--- src/nirq_pkg.sv ---
// Shared constants for the nested interrupt controller
package nirq_pkg;
   // ----------------------------------------------------------------
   // Sizes
   // ----------------------------------------------------------------
   localparam int NUM_IRQ = 32;
   localparam int PRIO_BITS = 2;
   localparam int PRIO_FIELD = 8;
   localparam int PRIO_LANES = 4;
   localparam int PRIO_REGS = 8;
   localparam int ID_BITS = 5;

   // ----------------------------------------------------------------
   // Register map (byte addresses on the private peripheral bus)
   // ----------------------------------------------------------------
   localparam logic [31:0] ADDR_ENABLE_SET = 32'he000e100;
   localparam logic [31:0] ADDR_ENABLE_CLEAR = 32'he000e180;
   localparam logic [31:0] ADDR_PENDING_SET = 32'he000e200;
   localparam logic [31:0] ADDR_PENDING_CLEAR = 32'he000e280;
   localparam logic [31:0] ADDR_PRIORITY_FIRST = 32'he000e400;
   localparam logic [31:0] ADDR_PRIORITY_LAST = 32'he000e41c;

   // ----------------------------------------------------------------
   // Field layout and reset values
   // ----------------------------------------------------------------
   localparam int PRIO_INDEX_LSB = 2;
   localparam int PRIO_STORED_LSB = 6;
   localparam logic [31:0] PRIO_UNUSED_MASK = 32'h3f3f3f3f;
   localparam logic [31:0] RESET_WORD = 32'h00000000;
   localparam logic [1:0] RESET_PRIO = 2'h0;
   localparam logic [1:0] SIZE_WORD = 2'h2;
   localparam logic [1:0] PRIO_LEAST_URGENT = 2'h3;
endpackage

--- src/nirq_controller.sv ---
// Nested vectored interrupt controller: 32 lines, NMI, priority arbiter
// Function
// - One enable bit per line, line n at bit n of the enable word.
// - Each line has a priority 0..192 in steps of 64.
// - Numerically lower priority level wins arbitration; level zero is most urgent.
// - Requests are caught whether held as levels or given as single pulses.
// - A separate non-maskable input bypasses the per-line enables.
// - Core saves and restores state itself; entry and return are plain strobes here.
// - Set-enable write of one enables; zero does nothing; read shows enables.
// - Pending, enabled and not active lines are forwarded to the core by priority.
// - Disabled lines still go pending but are never forwarded.
// - Clear-enable write of one disables; zero does nothing; read shows enables.
// - Set-pending write of one makes pending; zero does nothing; read shows pending.
// - Set-pending on a pending line changes nothing; disabled lines still go pending.
// - Clear-pending write of one removes pending; zero does nothing; read shows pending.
// - Clear-pending never changes the active state.
// - Eight priority words, four 8-bit fields each, word accesses only.
// - Only bits 7:6 of a field are stored; bits 5:0 read zero.
// - Line M sits in priority word M/4, byte lane M mod 4.
// - Pulses are sampled on the rising clock; peripheral holds them one cycle.
// - On service entry the line loses pending and becomes active.
// - On level return the line is resampled: asserted means pending again.
// - Clear-pending leaves asserted level lines alone; pulse lines drop pending only.
module nirq_controller (
   input wire logic clock,
   input wire logic nrst,
   input wire logic [31:0] irqLines,
   input wire logic nmiIn,
   input wire logic [31:0] busAddr,
   input wire logic busWrite,
   input wire logic busRead,
   input wire logic [1:0] busSize,
   input wire logic [31:0] busWdata,
   output logic [31:0] busRdata,
   output logic busErr,
   output logic irqReq,
   output logic [4:0] irqId,
   output logic [1:0] irqPrio,
   input wire logic irqTake,
   input wire logic [4:0] irqTakeId,
   input wire logic irqReturn,
   input wire logic [4:0] irqRetId,
   output logic nmiReq
);

   typedef struct packed {
      logic [31:0] enable;
      logic [31:0] pending;
      logic [31:0] active;
      logic [31:0][1:0] prio;
      logic [31:0] lineSeen;
      logic [31:0] rdata;
      logic err;
      logic nmiMeta;
      logic nmiSync;
   } nirq_state_s;

   nirq_state_s state_ff;
   nirq_state_s nxt_state;

   // ----------------------------------------------------------------
   // Address decode
   // ----------------------------------------------------------------
   logic hitEnSet;
   logic hitEnClr;
   logic hitPdSet;
   logic hitPdClr;
   logic hitPrio;
   logic [2:0] prioIdx;

   always_comb begin
      hitEnSet = 1'b0;
      hitEnClr = 1'b0;
      hitPdSet = 1'b0;
      hitPdClr = 1'b0;
      hitPrio = 1'b0;
      if (busAddr == nirq_pkg::ADDR_ENABLE_SET) begin
         hitEnSet = 1'b1;
      end else if (busAddr == nirq_pkg::ADDR_ENABLE_CLEAR) begin
         hitEnClr = 1'b1;
      end else if (busAddr == nirq_pkg::ADDR_PENDING_SET) begin
         hitPdSet = 1'b1;
      end else if (busAddr == nirq_pkg::ADDR_PENDING_CLEAR) begin
         hitPdClr = 1'b1;
      end else if (busAddr >= nirq_pkg::ADDR_PRIORITY_FIRST &&
                   busAddr <= nirq_pkg::ADDR_PRIORITY_LAST &&
                   busAddr[1:0] == 2'h0) begin
         hitPrio = 1'b1;
      end
   end

   assign prioIdx = busAddr[nirq_pkg::PRIO_INDEX_LSB +: 3];

   // ----------------------------------------------------------------
   // Arbiter
   // ----------------------------------------------------------------
   logic [31:0] candidates;
   logic found;
   logic [4:0] bestId;
   logic [1:0] bestPrio;

   assign candidates = state_ff.pending & state_ff.enable & ~state_ff.active;

   always_comb begin
      found = 1'b0;
      bestId = 5'h0;
      bestPrio = nirq_pkg::PRIO_LEAST_URGENT;
      // Strict compare while scanning upward keeps the lowest number on ties
      for (int i = 0; i < nirq_pkg::NUM_IRQ; i++) begin
         if (candidates[i] && (!found || state_ff.prio[i] < bestPrio)) begin
            found = 1'b1;
            bestId = 5'(i);
            bestPrio = state_ff.prio[i];
         end
      end
   end

   // Combinational so a return sees the next winner on the following cycle
   assign irqReq = found;
   assign irqId = bestId;
   assign irqPrio = bestPrio;

   // ----------------------------------------------------------------
   // Next state
   // ----------------------------------------------------------------
   logic wordOk;
   logic [31:0] takeMask;
   logic [31:0] retMask;
   logic [31:0] riseMask;

   assign wordOk = busSize == nirq_pkg::SIZE_WORD;

   always_comb begin
      logic [31:0] pending_clear_bits;
      logic [31:0] pending_set_bits;
      pending_clear_bits = 32'h0;
      pending_set_bits = 32'h0;
      nxt_state = state_ff;
      nxt_state.err = 1'b0;
      takeMask = 32'h0;
      retMask = 32'h0;

      // Two-flop sync; only the second stage is read
      nxt_state.nmiMeta = nmiIn;
      nxt_state.nmiSync = state_ff.nmiMeta;

      // Peripheral lines share the clock: sampled on the rising edge
      nxt_state.lineSeen = irqLines;
      riseMask = irqLines & ~state_ff.lineSeen;

      // Entry only honoured for a line that is really pending and enabled
      if (irqTake && candidates[irqTakeId]) begin
         takeMask[irqTakeId] = 1'b1;
      end
      if (irqReturn) begin
         retMask[irqRetId] = 1'b1;
      end
      // Core stacks on entry and unstacks on return: only the strobes reach here
      nxt_state.active = (state_ff.active | takeMask) & ~retMask;
      pending_clear_bits = takeMask;

      if (busWrite && hitEnSet) begin
         nxt_state.enable = state_ff.enable | busWdata;
      end
      if (busWrite && hitEnClr) begin
         nxt_state.enable = state_ff.enable & ~busWdata;
      end
      if (busWrite && hitPdSet) begin
         pending_set_bits = busWdata;
      end
      if (busWrite && hitPdClr) begin
         // Asserted lines keep their state; active untouched
         pending_clear_bits = pending_clear_bits | (busWdata & ~irqLines);
      end

      // Level held while inactive, or a fresh edge, or a level still up on return
      pending_set_bits = pending_set_bits | riseMask;
      pending_set_bits = pending_set_bits | (irqLines & ~nxt_state.active);

      // Hardware set wins over a clear in the same cycle
      nxt_state.pending = (state_ff.pending & ~pending_clear_bits) | pending_set_bits;

      if (busWrite && hitPrio) begin
         if (wordOk) begin
            for (int k = 0; k < nirq_pkg::PRIO_LANES; k++) begin
               // Only the two top bits of each byte are kept
               nxt_state.prio[4 * prioIdx + k] =
                  busWdata[k * nirq_pkg::PRIO_FIELD + nirq_pkg::PRIO_STORED_LSB +: 2];
            end
         end else begin
            nxt_state.err = 1'b1;
         end
      end

      nxt_state.rdata = nirq_pkg::RESET_WORD;
      if (busRead) begin
         if (hitEnSet || hitEnClr) begin
            nxt_state.rdata = state_ff.enable;
         end else if (hitPdSet || hitPdClr) begin
            nxt_state.rdata = state_ff.pending;
         end else if (hitPrio) begin
            if (wordOk) begin
               for (int k = 0; k < nirq_pkg::PRIO_LANES; k++) begin
                  nxt_state.rdata[k * nirq_pkg::PRIO_FIELD + nirq_pkg::PRIO_STORED_LSB +: 2] =
                     state_ff.prio[4 * prioIdx + k];
               end
            end else begin
               nxt_state.err = 1'b1;
            end
         end
      end
   end

   always_ff @(posedge clock or negedge nrst) begin
      if (!nrst) begin
         state_ff.enable <= nirq_pkg::RESET_WORD;
         state_ff.pending <= nirq_pkg::RESET_WORD;
         state_ff.active <= nirq_pkg::RESET_WORD;
         state_ff.prio <= {nirq_pkg::NUM_IRQ{nirq_pkg::RESET_PRIO}};
         state_ff.lineSeen <= nirq_pkg::RESET_WORD;
         state_ff.rdata <= nirq_pkg::RESET_WORD;
         state_ff.err <= 1'b0;
         state_ff.nmiMeta <= 1'b0;
         state_ff.nmiSync <= 1'b0;
      end else begin
         state_ff <= nxt_state;
      end
   end

   assign busRdata = state_ff.rdata;
   assign busErr = state_ff.err;
   assign nmiReq = state_ff.nmiSync;

   // ----------------------------------------------------------------
   // Checks
   // ----------------------------------------------------------------
   a_enable_set: assert property (@(posedge clock) disable iff (!nrst)
      busWrite && hitEnSet |=> (state_ff.enable & $past(busWdata)) == $past(busWdata))
      else $error("Set-enable write did not enable");

   a_enable_clear: assert property (@(posedge clock) disable iff (!nrst)
      busWrite && hitEnClr |=> (state_ff.enable & $past(busWdata)) == 32'h0)
      else $error("Clear-enable write did not disable");

   a_pending_set: assert property (@(posedge clock) disable iff (!nrst)
      busWrite && hitPdSet && !irqTake |=>
         (state_ff.pending & $past(busWdata)) == $past(busWdata))
      else $error("Set-pending write lost");

   a_never_disabled: assert property (@(posedge clock) disable iff (!nrst)
      irqReq |-> state_ff.enable[irqId] && state_ff.pending[irqId])
      else $error("Disabled or idle line forwarded");

   a_take_active: assert property (@(posedge clock) disable iff (!nrst)
      irqTake && candidates[irqTakeId] && !irqReturn |=>
         state_ff.active[$past(irqTakeId)])
      else $error("Taken line not active");

   a_pending_clear_bits_active: assert property (@(posedge clock) disable iff (!nrst)
      busWrite && hitPdClr && !irqTake && !irqReturn |=>
         state_ff.active == $past(state_ff.active))
      else $error("Clear-pending changed active state");

   a_prio_low_bits: assert property (@(posedge clock) disable iff (!nrst)
      busRead && hitPrio |=> (busRdata & nirq_pkg::PRIO_UNUSED_MASK) == 32'h0)
      else $error("Unimplemented priority bits read nonzero");

   a_prio_word_only: assert property (@(posedge clock) disable iff (!nrst)
      busWrite && hitPrio && !wordOk |=> busErr && state_ff.prio == $past(state_ff.prio))
      else $error("Narrow priority write took effect");

   a_level_pend: assert property (@(posedge clock) disable iff (!nrst)
      (irqLines & ~state_ff.active & ~takeMask) != 32'h0 |=>
         (state_ff.pending & $past(irqLines & ~state_ff.active & ~takeMask)) ==
            $past(irqLines & ~state_ff.active & ~takeMask))
      else $error("Held level did not pend");

   a_nmi_path: assert property (@(posedge clock) disable iff (!nrst)
      nmiIn [*3] |-> nmiReq)
      else $error("NMI not forwarded in two cycles");

   a_nmi_quiet: assert property (@(posedge clock) disable iff (!nrst)
      !nmiIn [*3] |-> !nmiReq)
      else $error("NMI raised without input");

   a_pending_clear_bits_level: assert property (@(posedge clock) disable iff (!nrst)
      busWrite && hitPdClr && !irqTake |=>
         (state_ff.pending & $past(busWdata & irqLines & state_ff.pending)) ==
            $past(busWdata & irqLines & state_ff.pending))
      else $error("Clear-pending dropped an asserted level line");

   a_pending_clear_bits_pulse: assert property (@(posedge clock) disable iff (!nrst)
      busWrite && hitPdClr |=> (state_ff.pending & $past(busWdata & ~irqLines)) == 32'h0)
      else $error("Clear-pending left a quiet line pending");

   a_return_repend: assert property (@(posedge clock) disable iff (!nrst)
      irqReturn && irqLines[irqRetId] |=>
         state_ff.pending[$past(irqRetId)] && !state_ff.active[$past(irqRetId)])
      else $error("Held level not pending again after return");

   a_take_clears: assert property (@(posedge clock) disable iff (!nrst)
      irqTake && candidates[irqTakeId] && !irqLines[irqTakeId] && !(busWrite && hitPdSet) |=>
         !state_ff.pending[$past(irqTakeId)])
      else $error("Taken line still pending");

endmodule // nirq_controller

--- config.mk ---
export PLATFORM = sky130hd
export DESIGN_NAME = nirq_controller
export DESIGN_NICKNAME = d
export VERILOG_FILES = /design/src/nirq_pkg.sv /design/src/nirq_controller.sv
export SDC_FILE = /design/constraint.sdc
export NUM_CORES = 1
export LEC_CHECK = 0
export BUFFER_PORTS_ARGS = -buffer_cell sky130_fd_sc_hd__clkbuf_2
export CORE_UTILIZATION = 60
export CTS_BUF_LIST = sky130_fd_sc_hd__clkbuf_4 sky130_fd_sc_hd__clkbuf_8 sky130_fd_sc_hd__clkbuf_16
export CTS_CLUSTER_DIAMETER = 40
export DETAILED_ROUTE_END_ITERATION = 8
export GPL_ROUTABILITY_DRIVEN = 0
export PLACE_DENSITY = 0.83
export SLEW_MARGIN = 20
export SYNTH_ARGS = -nofsm -noshare
export SYNTH_HDL_FRONTEND = slang
export SYNTH_SLANG_ARGS = --single-unit
--- constraint.sdc ---
create_clock -name clock -period 18.2 [get_ports clock]
set_input_delay 1.82 -clock clock [delete_from_list [all_inputs] [get_ports clock]]
set_output_delay 1.82 -clock clock [all_outputs]
set_load 0.005 [all_outputs]
---- After elaboration in Yosys (flattened, before gate mapping) ----
Cells that the tools add are included.
word-level totals
  bits in registers ....................... 227
  input port bits ......................... 115
  output and inout bits ................... 42
  logic and storage cells ................. 392
operators by class
  add/subtract/negate cells ............... 3
  order comparisons ....................... 45
  equality and inequality tests ........... 5
  muxes and demuxes ....................... 166
  bitwise gates (word level) .............. 21
  reductions and logical operators ........ 112
operators by type and width
  cell                                                                                   number
  32-bit AND                                                                             8
  64-bit bitwise mux                                                                     4
  32-bit 2-to-1 mux                                                                      7
  32-bit NOT                                                                             7
  32-bit bitwise OR                                                                      6
  5-bit 2-to-1 mux                                                                       30
  32-bit == test (second input constant)                                                 4
  2-bit 2-to-1 mux                                                                       52
  32-bit by 1-bit greater-or-equal comparator with 1-bit output (second input constant)  3
  2-bit < comparator                                                                     31
  1-bit 2-to-1 mux                                                                       57
  1-bit logical AND                                                                      45
  1-bit logical OR                                                                       33
  33-bit 2-to-1 mux                                                                      1
  32-bit greater-or-equal comparator (second input constant)                             1
  32-bit <= comparator (second input constant)                                           1
  1-bit logical NOT                                                                      31
  2-bit binary-select mux with 5-bit select                                              3
  2-bit demux with 5-bit select                                                          3
  6-bit 2-to-1 mux                                                                       4
  5-bit by 6-bit < comparator with 1-bit output (second input constant)                  3
  6-bit < comparator (second input constant)                                             3
  5-bit by 1-bit greater-or-equal comparator with 1-bit output (second input constant)   3
  5-bit by 2-bit adder with 6-bit output (second input constant)                         2
  other kinds (9)                                                                        10

---- Depth between registers and ports, before layout ----
  depth in word-level cells ............... 127
  gate-level depth with buffers ........... 26
  mapped depth without buffers ............ 24

---- Worst setup path before layout ----
No wires, ideal clock.
  path kind ............................... reg-to-output
  start point ............................. reg state_ff[163] in the netlist's numbering
  end point ............................... out irqPrio[0]
  arrival ................................. 6.369 ns
  required time ........................... 16.380 ns
  path slack .............................. 10.011 ns
  cell stages (with the launch flop) ...... 25
  buffers on the path ..................... 2
  cells stage by stage .................... dfrtp_1 > nor4bb_1 > or3_1 > or4_1 > clkbuf_1 > or4_1 > buf_4 > or4_4 > or3_4 > nor2_4 > o221ai_2 > o21bai_4 > o21bai_1 > a2bb2oi_1 > or2_1 > nand3_1 > o311ai_2 > a221oi_2 > nor2_1 > o41a_1 > mux2_4 > ha_1 > o21ai_0 > o31ai_4 > mux2i_1
between the ends
  word-level cells in the longest chain between the ends .. 127
  elaborated cells on any way between the ends .. 189
  those cells by class .................... order compare (31); mux (63); bitwise (2); reduce/logical (93)
RTL lines
  what                                                     RTL line                RTL
  from (decl)                                              nirq_controller.sv:58   nirq_state_s state_ff;
  from (signal assigned)                                   nirq_controller.sv:226  state_ff <= nxt_state;
  32-bit AND * (2 in series)                               nirq_controller.sv:102  assign candidates = state_ff.pending & state_ff.enable & ~state_ff.active;
  2-bit 2-to-1 mux or 1-bit 2-to-1 mux (tied branches)     nirq_controller.sv:110  if (candidates[i] && (!found || state_ff.prio[i] < bestPrio)) begin
  2-bit < comparator or 1-bit logical NOT (tied branches)  nirq_controller.sv:110
  1-bit logical OR                                         nirq_controller.sv:110
  1-bit logical AND                                        nirq_controller.sv:110
  2-bit 2-to-1 mux or 1-bit 2-to-1 mux (tied branches)     nirq_controller.sv:110
  2-bit < comparator or 1-bit logical NOT (tied branches)  nirq_controller.sv:110
  1-bit logical OR                                         nirq_controller.sv:110
  [... 110 more ...]                                       -
  2-bit < comparator or 1-bit logical NOT (tied branches)  nirq_controller.sv:110
  1-bit logical OR                                         nirq_controller.sv:110
  1-bit logical AND                                        nirq_controller.sv:110
  2-bit 2-to-1 mux or 1-bit 2-to-1 mux (tied branches)     nirq_controller.sv:110
  2-bit < comparator or 1-bit logical NOT (tied branches)  nirq_controller.sv:110
  1-bit logical OR                                         nirq_controller.sv:110
  1-bit logical AND                                        nirq_controller.sv:110
  2-bit 2-to-1 mux *                                       nirq_controller.sv:110
  to (decl)                                                nirq_controller.sv:38   output logic [1:0] irqPrio,
Mark *: on every way between the ends. The rest lies on a longest branch, timed or not.

---- Worst setup path in the final report ----
  start point ............................. reg state_ff[164] in the netlist's numbering
  end point ............................... out irqPrio[1]
between the ends
  word-level cells in the longest chain between the ends .. 124
  elaborated cells on any way between the ends .. 184
  those cells by class .................... order compare (30); mux (61); bitwise (2); reduce/logical (91)
RTL lines
  what                                                     RTL line
  32-bit AND * (2 in series)                               nirq_controller.sv:102
  1-bit logical AND *                                      nirq_controller.sv:110
  2-bit 2-to-1 mux or 1-bit 2-to-1 mux (tied branches)     nirq_controller.sv:110
  2-bit < comparator or 1-bit logical NOT (tied branches)  nirq_controller.sv:110
  1-bit logical OR                                         nirq_controller.sv:110
  1-bit logical AND                                        nirq_controller.sv:110
  2-bit 2-to-1 mux or 1-bit 2-to-1 mux (tied branches)     nirq_controller.sv:110
  2-bit < comparator or 1-bit logical NOT (tied branches)  nirq_controller.sv:110
  [... 107 more ...]                                       -
  2-bit < comparator or 1-bit logical NOT (tied branches)  nirq_controller.sv:110
  1-bit logical OR                                         nirq_controller.sv:110
  1-bit logical AND                                        nirq_controller.sv:110
  2-bit 2-to-1 mux or 1-bit 2-to-1 mux (tied branches)     nirq_controller.sv:110
  2-bit < comparator or 1-bit logical NOT (tied branches)  nirq_controller.sv:110
  1-bit logical OR                                         nirq_controller.sv:110
  1-bit logical AND                                        nirq_controller.sv:110
  2-bit 2-to-1 mux *                                       nirq_controller.sv:110
Marks and branches as above.

==> metrics.csv <==
stage,metric,value,unit
yosys,synthCells,1484,
yosys,ys.flop_type,dfrtp_1,
clocking,htree_num_levels,1,
critical_path,endpoint_kind,output pin,
critical_path,cpMostUsedCell,o21ai_0,
layout,fillers,1641,
drt,wl_per_cell,23.95,µm
global_route,grtUsageTotal,38.60,%
yosys,yosysWarnings,0,
global_route,grt_util_met1,52.26,%
critical_path,crit_cells,23,
yosys,synth-seq-cells,227,
critical_path,cp_data_arrival_time,8.33,ns
layout,drive_above_1_share,22.03,%
drt,via_count,13388,
sta,clock.fmax,98.49,MHz
global_route,top_usage_layer,met2,
floorplan,initial_core_util,61.82,%
critical_path,crit_family,compound AO/OA/AOI/OAI gates,
global_route,first_global_vias,12873,
floorplan,core-area,0.02209,mm²
place,pre_cts_ws,8.917,ns
place,io_buffer_count,156,
clocking,cts.root.buffer_cell,clkbuf_16,
clocking,cts_buffers,30,
yosys,async_flop_share,100.0,%
critical_path,cp_max_fo,11,
power_and_ir_drop,power_density,79.54,mW/mm²
yosys,synth_area,0.01366,mm²
sta,finalCritPeriodShare,55.79,%
floorplan,die_w,152.9,µm
clocking,cts_hold_buf,0,
layout,register_area,0.005680,mm²
yosys,syn_avg_cell_area,9.204,µm²
power_and_ir_drop,vdd_ir_drop_max,84.50,µV
layout,post-route-util,69.96,%
floorplan,io_pins,157,
power_and_ir_drop,leakage,6.971,nW
place,dp_hpwl,31.24,mm
clocking,cts_resized,0,
yosys,ys_seq_area_share,41.59,%
global_route,use_met2,58.87,%
sta,finalWorstSetupSlack,8.047,ns
layout,multi_input_area,0.007372,mm²
clocking,clock-sinks,227,
drt,drc_errors,0,
global_route,antenna_found_initial,0,
sta,finClkSkew,0.01195,ns
layout,num_antenna_cells,0,
critical_path,worstPathRequired,16.38,ns
place,dp.cells,1831,
clocking,clk_latency,0.56,ns
sta,setup_viol,0,
global_route,met3_usage,9.923,%
floorplan,die_h,152.9,µm
layout,finalNonFillerCells,1887,
job,drv_cap,0,
clocking,cts_setup_buffers,0,
yosys,yosysUniqueCellTypes,89,
critical_path,crit_chain,nor4bb_1 -> or3_1 -> a2111oi_0 -> a221o_1 -> o21a_1 -> o311a_1 -> nor4_1 -> o21bai_1 -> a31oi_1 -> o21ai_0 -> a21oi_1 -> o21ai_0 -> or2_1 -> o311ai_2 -> a221oi_2 -> nor2_1 -> o41a_1 -> mux2_4 -> ha_1 -> o21ai_0 -> o31ai_4 -> mux2i_1 -> clkbuf_2,
drt,ant_nets,0,
critical_path,crit_buf_inv,1,
sta,hold_viol_final,0,
critical_path,r2r_cells,12,
sta,final.setup.tns,0,ns
drt,wl,45.20,mm
yosys,synth_edf_count,0,
clocking,clk_pin_slew,0.06,ns
drt,drt_iter0_drc,1909,
drt,vias_per_cell,7.095,
drt,dr.pass1.iters,7,
global_route,overflow,0,
clocking,clock_path_buffers,3,
floorplan,row_count,54,
clocking,cts_tree,done,
critical_path,startpoint_type,flip-flop,
sta,rsz0062_at_grt,false,
sta,relSlewSlack,31.93,%
yosys,synth_fp_nets,1601,
global_route,grt_pass1_wl,70.81,mm
status,status,"complete, no violations",
min_path,hold_class,reg -> reg,
sta,min_period,10.15,ns
layout,synthToLayoutAreaGrowth,13.17,%
min_path,whs_path_depth,0,
critical_path,critPathKind,reg -> out,
power_and_ir_drop,power.total,1.229,mW
critical_path,slowest_delay,0.65,ns
sta,drv_slew,0,
layout,nNetsFinal,1700,
critical_path,worst_path_max_delay_cell,a31oi_1,
floorplan,dieArea,0.02337,mm²
global_route,grt_max_degree,91,
sta,worstMarginPinSlew,1.019,ns
-- synthesized netlist by cell type, types with 11 or more instances --
cell type,count,area share [%]
buf_4,34,1.9
dfrtp_1,227,42
nand2b_1,46,2.1
inv_1,24,0.66
o21bai_1,15,0.82
a31oi_1,41,1.9
nor4_1,14,0.64
nor3_1,19,0.70
a22oi_1,32,1.8
mux4_2,14,2.3
and3_1,13,0.60
nand2_1,112,3.1
clkbuf_1,61,1.7
nor2b_1,11,0.50
a21o_1,15,0.82
a21oi_1,157,5.8
mux2_2,65,5.4
nand4_1,11,0.50
o31ai_1,11,0.60
nand3_1,18,0.66
nor2_1,157,4.3
or2_2,18,0.82
o21ai_0,84,3.1
o211ai_1,12,0.66
a221o_1,35,2.6
and3b_1,11,0.71
nand3b_1,27,1.5
and2_1,11,0.50
-- worst paths after layout --
kind / startpoint / slack, ns / end
worst max-delay path: state_ff[164] / 8.05 / irqPrio[1]
worst min-delay path: nxt_state[0] / 0.36 / nmiReq
worst max register to register: state_ff[141] / 14.21 / state_ff[179]
worst min register to register: nxt_state[0] / 0.36 / nmiReq
max in group asynchronous: nrst / 15.54 / state_ff[54]
min in group asynchronous: nrst / 1.28 / state_ff[128]
-- cells in the final DEF (no fill, tap or decap), types with 10 or more instances in the layout --
master	count
a221o_1	35
nor3_1	19
buf_4	16
mux2_2	65
clkbuf_2	155
o211ai_1	12
mux4_2	14
nor4_1	14
o21ai_0	84
a31oi_1	41
nand3_1	18
and3_1	13
nor2b_1	11
o21bai_1	15
a22oi_1	32
o31ai_1	11
nor2_1	156
dfrtp_1	227
nand2b_1	46
a21oi_1	157
clkbuf_16	31
inv_1	24
and3b_1	10
nand3b_1	27
nand2_1	112
or2_2	18
nand4_1	11
a21o_1	15
-- layout make-up --
cell class,instances,share of cell area (%)
inverter,25,0.6071
multi-input combinational,1127,47.69
sequential,227,36.75
clock inverter,17,1.141
clock buffer,39,5.650
tap,280,2.266
timing repair buffer,172,5.893
-- power breakdown --
group | switching, mW | total (mW) | internal [mW]
clock network | 0.238 | 0.607 | 0.370
logic | 0.0577 | 0.0872 | 0.0295
registers | 0.0124 | 0.535 | 0.522
total | 0.308 | 1.23 | 0.922
-- cells by family after synthesis --
group                    share of synthesized area, %
multiplexers                                    8.217
AO/OA/AOI/OAI                                   25.49
flip-flops                                      41.59
AND/OR/NAND/NOR                                 19.34
adder cells (fa/ha/maj)                        0.8428
buffers and inverters                           4.516
-- stage by stage --
step	cell area [µm²]	hold WS [ns]
5_1_grt	15460	0.3647
2_1_floorplan	13660	0.3312
3_5_place_dp	14400	0.3442
6_report	15460	0.3565
4_1_cts	15450	0.3624
3_3_place_gp	14400	0.3350
-- worst register-to-register path: stages, from the launching register on --
cell	delay, ns
dfrtp_1	0.39
nand3b_1	0.48
mux4_2	0.60
a22oi_1	0.24
nand4_1	0.13
a21oi_1	0.19
nor2b_1	0.17
nor2b_1	0.56
buf_4	0.33
a21oi_1	0.09
a21oi_1	0.28
nand2_1	0.10
a221o_1	0.30
-- metal layers --
| layer | vias to the layer above | part of all wire (%) |
|---|---|---|
| met1 | 6326 | 37 |
| met5 | - | 0 |
| met3 | 187 | 14 |
| li1 | 5773 | - |
| met4 | 0 | 4.7 |
| met2 | 1102 | 44 |
Note: power is estimated with default switching activity, not from simulation.
